<file path="config.mk">
export PLATFORM = sky130hd
export DESIGN_NAME = tdc_clock
export DESIGN_NICKNAME = d
export VERILOG_FILES = /design/src/hdl/tdc_pkg.sv /design/src/hdl/tdc_clock.sv /design/src/hdl/tdc_bcd_digit.sv
export VERILOG_INCLUDE_DIRS = /design/src /design/src/hdl
export SDC_FILE = /design/constraint.sdc
export NUM_CORES = 1
export LEC_CHECK = 0
export ABC_AREA = 1
export BUFFER_PORTS_ARGS = -buffer_cell sky130_fd_sc_hd__buf_2
export CELL_PAD_IN_SITES_DETAIL_PLACEMENT = 1
export CELL_PAD_IN_SITES_GLOBAL_PLACEMENT = 1
export CORE_ASPECT_RATIO = 1.2
export CORE_MARGIN = 2
export CORE_UTILIZATION = 40
export DETAILED_ROUTE_END_ITERATION = 8
export GPL_ROUTABILITY_DRIVEN = 0
export PLACE_DENSITY = 0.77
export SYNTH_ARGS = -nofsm -noshare
export SYNTH_HDL_FRONTEND = slang
export SYNTH_SLANG_ARGS = --single-unit
</file>
<file path="constraint.sdc">
create_clock -name clk -period 6.4 [get_ports clk]
set_clock_uncertainty 0.1 [all_clocks]
set_input_delay 0.64 -clock clk [delete_from_list [all_inputs] [get_ports clk]]
set_output_delay 0.64 -clock clk [all_outputs]
set_load 0.02 [all_outputs]
</file>
<file path="src/hdl/tdc_params.svh">
/*
 Constants of the time-of-day clock: buffer offsets, error codes, reset
 date, timing counts. Assumes a 200 MHz core clock.
*/
`ifndef TDC_PARAMS_SVH
`define TDC_PARAMS_SVH
`define TDC_OFS_YEAR 3'h0
`define TDC_OFS_MONTH 3'h1
`define TDC_OFS_DAY 3'h2
`define TDC_OFS_HOUR 3'h3
`define TDC_OFS_MIN 3'h4
`define TDC_OFS_SEC 3'h5
`define TDC_OFS_ZERO 3'h6
`define TDC_OFS_DOW 3'h7
`define TDC_ERR_NONE 16'h0000
`define TDC_ERR_ADDR 16'h0006
`define TDC_ERR_DATA 16'h0007
`define TDC_ERR_NOCLK 16'h000C
`define TDC_RST_YEAR 8'h90
`define TDC_RST_MONTH 8'h01
`define TDC_RST_DAY 8'h01
`define TDC_RST_HOUR 8'h00
`define TDC_RST_MIN 8'h00
`define TDC_RST_SEC 8'h00
`define TDC_RST_DOW 8'h01
`define TDC_CLK_HZ 200000000
`define TDC_TICK_S 1
`define TDC_TICK_CYC (`TDC_CLK_HZ * `TDC_TICK_S)
`endif

</file>
<file path="src/hdl/tdc_pkg.sv">
/*
 Types of the time-of-day clock.
 Assumes tdc_params.svh supplies the numeric constants.
*/
package tdc_pkg;
   typedef struct packed {
      logic [7:0] year;
      logic [7:0] month;
      logic [7:0] day;
      logic [7:0] hour;
      logic [7:0] min;
      logic [7:0] sec;
      logic [7:0] dow;
   } tdc_time_type;
   typedef struct packed {
      logic rd;
      logic wr;
      logic [15:0] base;
   } tdc_req_type;
   typedef struct packed {
      logic done;
      logic success;
      logic [15:0] code;
   } tdc_resp_type;
   typedef enum logic [1:0] {
      TDC_IDLE = 2'b00,
      TDC_CHK = 2'b01,
      TDC_XFER = 2'b11,
      TDC_DONE = 2'b10
   } tdc_state_type;
endpackage : tdc_pkg

</file>
<file path="src/hdl/tdc_clock.sv">
/*
 Time-of-day clock with BCD calendar and an 8-byte buffer port through
 which a processor core reads and sets the clock.
 Assumes the core keeps the buffer memory and serves byte reads and
 writes in the same cycle they are asked for; addr_bad flags an invalid
 indirect address alongside a request.
*/
// Function
// - A read copies date and time into eight bytes from the base.
// - A set loads the clock from eight bytes from the base.
// - Byte order is year, month, day, hour, minute, second, zero, dow.
// - Day of week runs 1 Sunday to 7 Saturday and 0 disables it.
// - After memory loss the clock restarts at 1 Jan 90 00:00:00 Sunday.
// - Failures clear success and report 0006, 0007 or 000C.
// - Day of week and date are not cross-checked; odd dates pass.
// - A request during a running access is refused, not queued.
// - A refused overlap sets the collision flag and reports 0007.
// - Only the two low decimal digits of the year are kept.
// - The year serves only storage and leap handling.
// - February 29 is inserted in leap years up to 2096.
`include "tdc_params.svh"
`timescale 1ns/1ps
`default_nettype none
module tdc_clock import tdc_pkg::*; #(
   parameter int TICK_CYC = `TDC_TICK_CYC
) (
   // Clock and reset
   input wire logic clk,
   input wire logic rst_n,
   // Retained memory lost, clock hardware present
   input wire logic mem_lost,
   input wire logic clk_present,
   // Operation request
   input wire tdc_req_type req,
   input wire logic addr_bad,
   // Buffer byte port
   output logic buf_we,
   output logic [15:0] buf_addr,
   output logic [7:0] buf_wdata,
   input wire logic [7:0] buf_rdata,
   // Result
   output tdc_resp_type resp,
   output logic clock_collision_flag,
   output tdc_time_type now
);
   // Tick period must leave room for the counter to wrap
   if (TICK_CYC < 2) begin : g_tick_chk
      $error("TICK_CYC too small");
   end
   // ====================================================
   // Timebase and calendar
   tdc_time_type t_q, t_d, tick_t;
   logic [31:0] tick_cnt_q;
   wire tick = (tick_cnt_q == 32'(TICK_CYC - 1));
   wire c_sec, c_min, c_hour, c_day, c_mon;
   wire [7:0] s_n, m_n, h_n, d_n, mo_n, y_n, w_n;
   // Leap: year BCD divisible by 4 (tens even & ones 0/4/8 or odd & 2/6)
   wire leap = (t_q.year[4] == 1'b0)
      ? (t_q.year[3:0] == 4'h0 || t_q.year[3:0] == 4'h4
         || t_q.year[3:0] == 4'h8)
      : (t_q.year[3:0] == 4'h2 || t_q.year[3:0] == 4'h6);
   wire short_mon = (t_q.month == 8'h04) || (t_q.month == 8'h06)
      || (t_q.month == 8'h09) || (t_q.month == 8'h11);
   wire [7:0] mdays = (t_q.month == 8'h02) ? (leap ? 8'h29 : 8'h28)
      : (short_mon ? 8'h30 : 8'h31);
   // Day past month end (odd loaded dates) still wraps
   wire [7:0] day_top = (t_q.day > mdays) ? t_q.day : mdays;
   tdc_bcd_digit u_sec (.val(t_q.sec), .top(8'h59), .low(8'h00),
      .inc(tick), .nxt(s_n), .carry(c_sec));
   tdc_bcd_digit u_min (.val(t_q.min), .top(8'h59), .low(8'h00),
      .inc(c_sec), .nxt(m_n), .carry(c_min));
   tdc_bcd_digit u_hour (.val(t_q.hour), .top(8'h23), .low(8'h00),
      .inc(c_min), .nxt(h_n), .carry(c_hour));
   tdc_bcd_digit u_day (.val(t_q.day), .top(day_top), .low(8'h01),
      .inc(c_hour), .nxt(d_n), .carry(c_day));
   tdc_bcd_digit u_mon (.val(t_q.month), .top(8'h12), .low(8'h01),
      .inc(c_day), .nxt(mo_n), .carry(c_mon));
   // Year wraps 99 to 00; century left to software
   tdc_bcd_digit u_year (.val(t_q.year), .top(8'h99), .low(8'h00),
      .inc(c_mon), .nxt(y_n), .carry());
   tdc_bcd_digit u_dow (.val(t_q.dow), .top(8'h07), .low(8'h01),
      .inc(c_hour & (t_q.dow != 8'h00)), .nxt(w_n),
      .carry());
   always_comb begin
      tick_t = '{year: y_n, month: mo_n, day: d_n, hour: h_n,
                 min: m_n, sec: s_n, dow: w_n};
   end
   // ====================================================
   // Operation sequencer
   tdc_state_type st_q, st_d;
   logic [2:0] idx_q;
   logic is_wr_q, bad_q;
   logic [15:0] base_q;
   tdc_time_type shadow_q;
   tdc_resp_type resp_q;
   logic coll_q;
   logic [15:0] code_q;
   // Last cycle already reports, so a new request may start there
   wire busy = (st_q == TDC_CHK) || (st_q == TDC_XFER);
   wire any_req = req.rd | req.wr;
   wire refuse = busy & any_req;
   wire accept = !busy & any_req;
   // Byte lane in buffer order
   wire [7:0] rd_byte =
      (idx_q == `TDC_OFS_YEAR) ? t_q.year :
      (idx_q == `TDC_OFS_MONTH) ? t_q.month :
      (idx_q == `TDC_OFS_DAY) ? t_q.day :
      (idx_q == `TDC_OFS_HOUR) ? t_q.hour :
      (idx_q == `TDC_OFS_MIN) ? t_q.min :
      (idx_q == `TDC_OFS_SEC) ? t_q.sec :
      (idx_q == `TDC_OFS_ZERO) ? 8'h00 : t_q.dow;
   // Field range check on set; no date cross
   wire bcd_ok = (buf_rdata[7:4] <= 4'h9) && (buf_rdata[3:0] <= 4'h9);
   wire [7:0] hi_lim =
      (idx_q == `TDC_OFS_YEAR) ? 8'h99 :
      (idx_q == `TDC_OFS_MONTH) ? 8'h12 :
      (idx_q == `TDC_OFS_DAY) ? 8'h31 :
      (idx_q == `TDC_OFS_HOUR) ? 8'h23 :
      (idx_q == `TDC_OFS_ZERO) ? 8'hFF :
      (idx_q == `TDC_OFS_DOW) ? 8'h07 : 8'h59;
   wire lo_bad = ((idx_q == `TDC_OFS_MONTH) || (idx_q == `TDC_OFS_DAY))
      && (buf_rdata == 8'h00);
   wire byte_bad = is_wr_q & (!bcd_ok | (buf_rdata > hi_lim) | lo_bad);
   wire in_xfer = (st_q == TDC_XFER);
   wire load = in_xfer && (idx_q == 3'h7) && is_wr_q && !bad_q
      && !byte_bad;
   assign buf_we = in_xfer & !is_wr_q;
   assign buf_addr = base_q + {13'h0000, idx_q};
   assign buf_wdata = rd_byte;
   always_comb begin
      st_d = st_q;
      case (st_q)
         TDC_IDLE: if (accept) st_d = TDC_CHK;
         TDC_CHK: st_d = bad_q ? TDC_DONE : TDC_XFER;
         TDC_XFER: if (idx_q == 3'h7) st_d = TDC_DONE;
         TDC_DONE: st_d = accept ? TDC_CHK : TDC_IDLE;
         default: st_d = TDC_IDLE;
      endcase
   end
   always_comb begin
      t_d = tick ? tick_t : t_q;
      if (load)
         t_d = '{year: shadow_q.year, month: shadow_q.month,
                 day: shadow_q.day, hour: shadow_q.hour,
                 min: shadow_q.min, sec: shadow_q.sec,
                 dow: buf_rdata};
   end
   always_ff @(posedge clk or negedge rst_n) begin
      if (!rst_n) begin
         t_q <= '{year: `TDC_RST_YEAR, month: `TDC_RST_MONTH,
                  day: `TDC_RST_DAY, hour: `TDC_RST_HOUR,
                  min: `TDC_RST_MIN, sec: `TDC_RST_SEC,
                  dow: `TDC_RST_DOW};
         tick_cnt_q <= 32'h00000000;
      end else if (mem_lost) begin
         t_q <= '{year: `TDC_RST_YEAR, month: `TDC_RST_MONTH,
                  day: `TDC_RST_DAY, hour: `TDC_RST_HOUR,
                  min: `TDC_RST_MIN, sec: `TDC_RST_SEC,
                  dow: `TDC_RST_DOW};
         tick_cnt_q <= 32'h00000000;
      end else begin
         t_q <= t_d;
         // A set restarts the running second
         tick_cnt_q <= (tick || load) ? 32'h00000000
            : tick_cnt_q + 32'h00000001;
      end
   end
   always_ff @(posedge clk or negedge rst_n) begin
      if (!rst_n) begin
         st_q <= TDC_IDLE;
         idx_q <= 3'h0;
         is_wr_q <= 1'b0;
         bad_q <= 1'b0;
         base_q <= 16'h0000;
         shadow_q <= '0;
         resp_q <= '0;
         code_q <= 16'h0000;
         coll_q <= 1'b0;
      end else begin
         st_q <= st_d;
         resp_q.done <= 1'b0;
         if (accept) begin
            is_wr_q <= req.wr;
            base_q <= req.base;
            idx_q <= 3'h0;
            bad_q <= addr_bad | !clk_present;
            code_q <= !clk_present ? `TDC_ERR_NOCLK
               : (addr_bad ? `TDC_ERR_ADDR : `TDC_ERR_NONE);
            coll_q <= 1'b0;
         end
         if (in_xfer) begin
            idx_q <= idx_q + 3'h1;
            case (idx_q)
               `TDC_OFS_YEAR: shadow_q.year <= buf_rdata;
               `TDC_OFS_MONTH: shadow_q.month <= buf_rdata;
               `TDC_OFS_DAY: shadow_q.day <= buf_rdata;
               `TDC_OFS_HOUR: shadow_q.hour <= buf_rdata;
               `TDC_OFS_MIN: shadow_q.min <= buf_rdata;
               `TDC_OFS_SEC: shadow_q.sec <= buf_rdata;
               default: shadow_q.dow <= buf_rdata;
            endcase
            if (byte_bad && !bad_q) begin
               bad_q <= 1'b1;
               code_q <= `TDC_ERR_DATA;
            end
         end
         if (st_q == TDC_DONE) begin
            resp_q.done <= 1'b1;
            resp_q.success <= !bad_q;
            // Own code, so a refusal meanwhile cannot overwrite it
            resp_q.code <= code_q;
         end
         if (refuse) begin
            coll_q <= 1'b1;
            resp_q.done <= 1'b1;
            resp_q.success <= 1'b0;
            resp_q.code <= `TDC_ERR_DATA;
         end
      end
   end
   assign resp = resp_q;
   assign clock_collision_flag = coll_q;
   assign now = t_q;
endmodule : tdc_clock
`default_nettype wire

</file>
<file path="src/hdl/tdc_bcd_digit.sv">
/*
 One BCD counter field with wrap: steps by one when inc is high and
 reports carry on wrap from top to low.
 Assumes a BCD-valid value; only ones digits A to E step as plain binary, F wraps to 0 without carry.
*/
`timescale 1ns/1ps
`default_nettype none
module tdc_bcd_digit (
   // Field value and limits
   input wire logic [7:0] val,
   input wire logic [7:0] top,
   input wire logic [7:0] low,
   // Step
   input wire logic inc,
   output logic [7:0] nxt,
   output logic carry
);
   // ====================================================
   // BCD increment
   wire at_top = (val == top);
   wire lo_nine = (val[3:0] == 4'h9);
   wire [7:0] stepped = lo_nine ? {val[7:4] + 4'h1, 4'h0}
                                : {val[7:4], val[3:0] + 4'h1};
   assign carry = inc & at_top;
   assign nxt = !inc ? val : (at_top ? low : stepped);
endmodule : tdc_bcd_digit
`default_nettype wire

</file>
==> metrics.cfg <==
[run_status]
status=finished, final reports clean

[clock_network]
post_cts_buffers=0
numCtsBuffers=17
clk_pin_slew_ns=0.07
cts_root_buffer=clkbuf_16
clock_path_buffers=2
cts_tree=done
cts.sink_count=194
postCtsResizedCells=0
cts_hold_buf=0
insertion_delay_ns=0.45
htree_levels=4

[yosys]
netlist_area_mm2=0.0111
synth.distinct_cells=45
synth_edf_count=0
synth_area_leader_cell=dfrtp_1
synthAdderAreaFrac_pct=5.38
yosysSeqAreaShare_pct=43.9
synth_top_area_share_pct=42.7
syn_nets=1519
synth_compound_area_share_pct=12.1
yosys-top-cells-area=dfrtp_1 43%, nand2_1 12%, o21ai_0 6.6%, inv_1 5.9%, nand3_1 5.5%
synth_top_family_by_area=simple AND/OR/NAND/NOR gates
netlist_instances=1441
ys_ff_latch=194
synthSimpleGateAreaFrac_pct=26.8
synthMuxAreaShare_pct=0.102
avgSynthCellArea_um2=7.69
async_flop_share_pct=100
ys.warnings.count=0
yosys.area_share.xor_xnor_pct=4.11
synth_top_flop_cell=dfrtp_1

[job]
maxCapViolCount=0

[critical_path]
r2r_slack_ns=1.62
crit_type=register to register
end_kind=register
start_kind=register
critPathMaxFanout=37
r2r_end=now[11]
cp_slowest_cell=nand2_2
slowest_delay_ns=0.60
crit_arrival_ns=5.03
critPathRequiredTime_ns=6.65
r2r_cells=18
r2r_start=idx_q[1]
crit_chain=inv_1 > ha_1 > inv_1 > nor2_1 > inv_1 > o211ai_1 > ha_1 > nand2_1 > a21oi_1 > nor2_1 > nand2_1 > nand2_1 > nand3_4 > nand2_4 > inv_4 > nand2_2 > nand2_1 > o22ai_1
crit_top_cell=nand2_1

[grt]
grt_start_max_net_pins=71
antenna_found_initial=1
first_global_vias=10716
grt_pass1_wl_um=57700
gr-usage-all-layers_pct=25.4
grt_overflow=0

[power]
p_int_mw=2.64
vdd_drop_max_uv=225
power_leakage_nw=6.29
share_comb_of_total_power_pct=36.1
p_per_area_mw_per_mm2=352
swShare_pct=40.6
pwr-share-clk_pct=25.4
power_switching_mw=1.80
seq_power_share_pct=38.5

[timing]
drv_slew=0
hold_violations=0
rsz0062_at_grt=false
relSlewSlack_pct=30.9
period_minus_slack_ns=4.78
setup_violations=0
final.setup.tns_ns=0
tightest_slew_ns=1.03
fin_crit_sh_pct=74.7
fmax_ghz=0.209

[finish]
final_util_pct=46.4
final_common_cell=nand2_1
ff_latch_area_mm2=0.00486
n_fill_cell=3379
drive_above_1_share_pct=12.4
multi_input_area_mm2=0.00537
final_nets=1636
area_growth_pct=13.9
instances_no_fill=1908
final_cell_mix=349 x nand2_1, 189 x dfrtp_1, 175 x inv_1, 147 x o21ai_0, 129 x buf_2

[die]
core_mm2=0.0272
ios=131
die_x_um=156
die_h_um=186
start_util_pct=40.8
row_count=66
die-area_mm2=0.0290

[min_path]
worst_hold_path_type=input port to asynchronous set/reset pin

[placed_design]
portBuffers=130
dp.cells=1879
hpwl_um=26500

[drt]
drtAntennaViolNets=0
wl_per_cell_um=18.7
drt-vias-per-instance=5.36
drtPass1Iterations=7
drc=0
finalWirelength_um=35600
vias=10236
dr.first_iter.drc_count=566

state kept, by name, summed over array words and instances (netlist names), 2 cells and up:
register    flops
code_q         16
tick_cnt_q     32
base_q         16
now            56
shadow_q       48
st_q            2
idx_q           3
resp           18
stage by stage:
stage	hold slack (ns)	instance area (µm²)	setup WS (ns)	power, mW
after floorplan	0.244	11100	3.30	2.76
after global placement	0.364	12000	2.03	3.25
after detailed placement	0.370	12000	1.66	3.32
after CTS	0.0836	12600	1.65	4.47
after global routing	0.0969	12600	1.08	4.74
final	0.0699	12600	1.62	4.45
area by class of cell:
| class | count | share of cell area (%) |
|---|---|---|
| clock inverters | 9 | 1.26 |
| flip-flops and latches | 194 | 38.5 |
| diodes | 1 | 0.0198 |
| repair buffers | 134 | 5.46 |
| inverters | 179 | 5.35 |
| well taps | 340 | 3.37 |
| clock buffers | 19 | 3.43 |
| multi-input cells | 1032 | 42.6 |
how the worst max path moves through the flow:
stage,endpoint,depth (start not counted),start,slack [ns]
finish,now[11],18,idx_q[1],1.62
global route,now[8],18,idx_q[1],1.08
CTS,now[11],18,idx_q[1],1.65
detailed placement,now[11],18,idx_q[1],1.66
global placement,now[11],18,idx_q[1],2.03
floorplan,buf_addr[14],11,idx_q[0],3.30
critical path: cells and delay by family, from the launching register on:
kind,cells,cell delay (ns)
AND/OR/NAND/NOR,9,2.32
buffers and inverters,4,0.87
adder cells (fa/ha/maj),2,0.50
AO/OA/AOI/OAI,3,0.43
flip-flops,1,0.42
synthesized netlist by cell type, types with 5 or more instances:
master and count:
a21oi_1 35, a31oi_1 8, clkbuf_1 24, dfrtp_1 189, dfstp_2 5, ha_1 46
inv_1 175, nand2_1 349, nand2_2 7, nand3_1 122, nand4_1 21, nor2_1 122
nor3_1 39, nor4_1 7, o211ai_1 15, o21ai_0 147, o21ai_1 6, o22ai_1 22
or2_2 5, xnor2_1 16, xor2_1 36
power by group through the flow:
| stage | clock [mW] | sequential (mW) | combinational (mW) |
|---|---|---|---|
| after floorplan | 0 | 1.71 | 1.05 |
| after global placement | 0 | 1.71 | 1.54 |
| after detailed placement | 0 | 1.73 | 1.59 |
| after CTS | 1.14 | 1.71 | 1.61 |
| after global routing | 1.19 | 1.75 | 1.80 |
| final | 1.13 | 1.71 | 1.61 |
metal layers:
layer | track usage [%] | wire [µm] | up-vias
li1 | - | - | 4949
met1 | 32.5 | 15800 | 5000
met2 | 43.8 | 17200 | 239
met3 | 4.73 | 1710 | 46
met4 | 7.63 | 805 | 2
met5 | 0 | 11 | -
logic make-up (layout without fill, tap and decap cells):
| group | after synthesis | after routing |
|---|---|---|
| buffers and inverters | 215 | 341 |
| and+or+nand+nor | 687 | 687 |
| other | 0 | 1 |
| DFF | 194 | 194 |
| xor gates and xnor gates | 52 | 52 |
| adders and majority gates | 47 | 47 |
| AOI/OAI and AO/OA | 245 | 245 |
| muxes | 1 | 1 |
No activity file was read; power rests on OpenSTA's default activity.
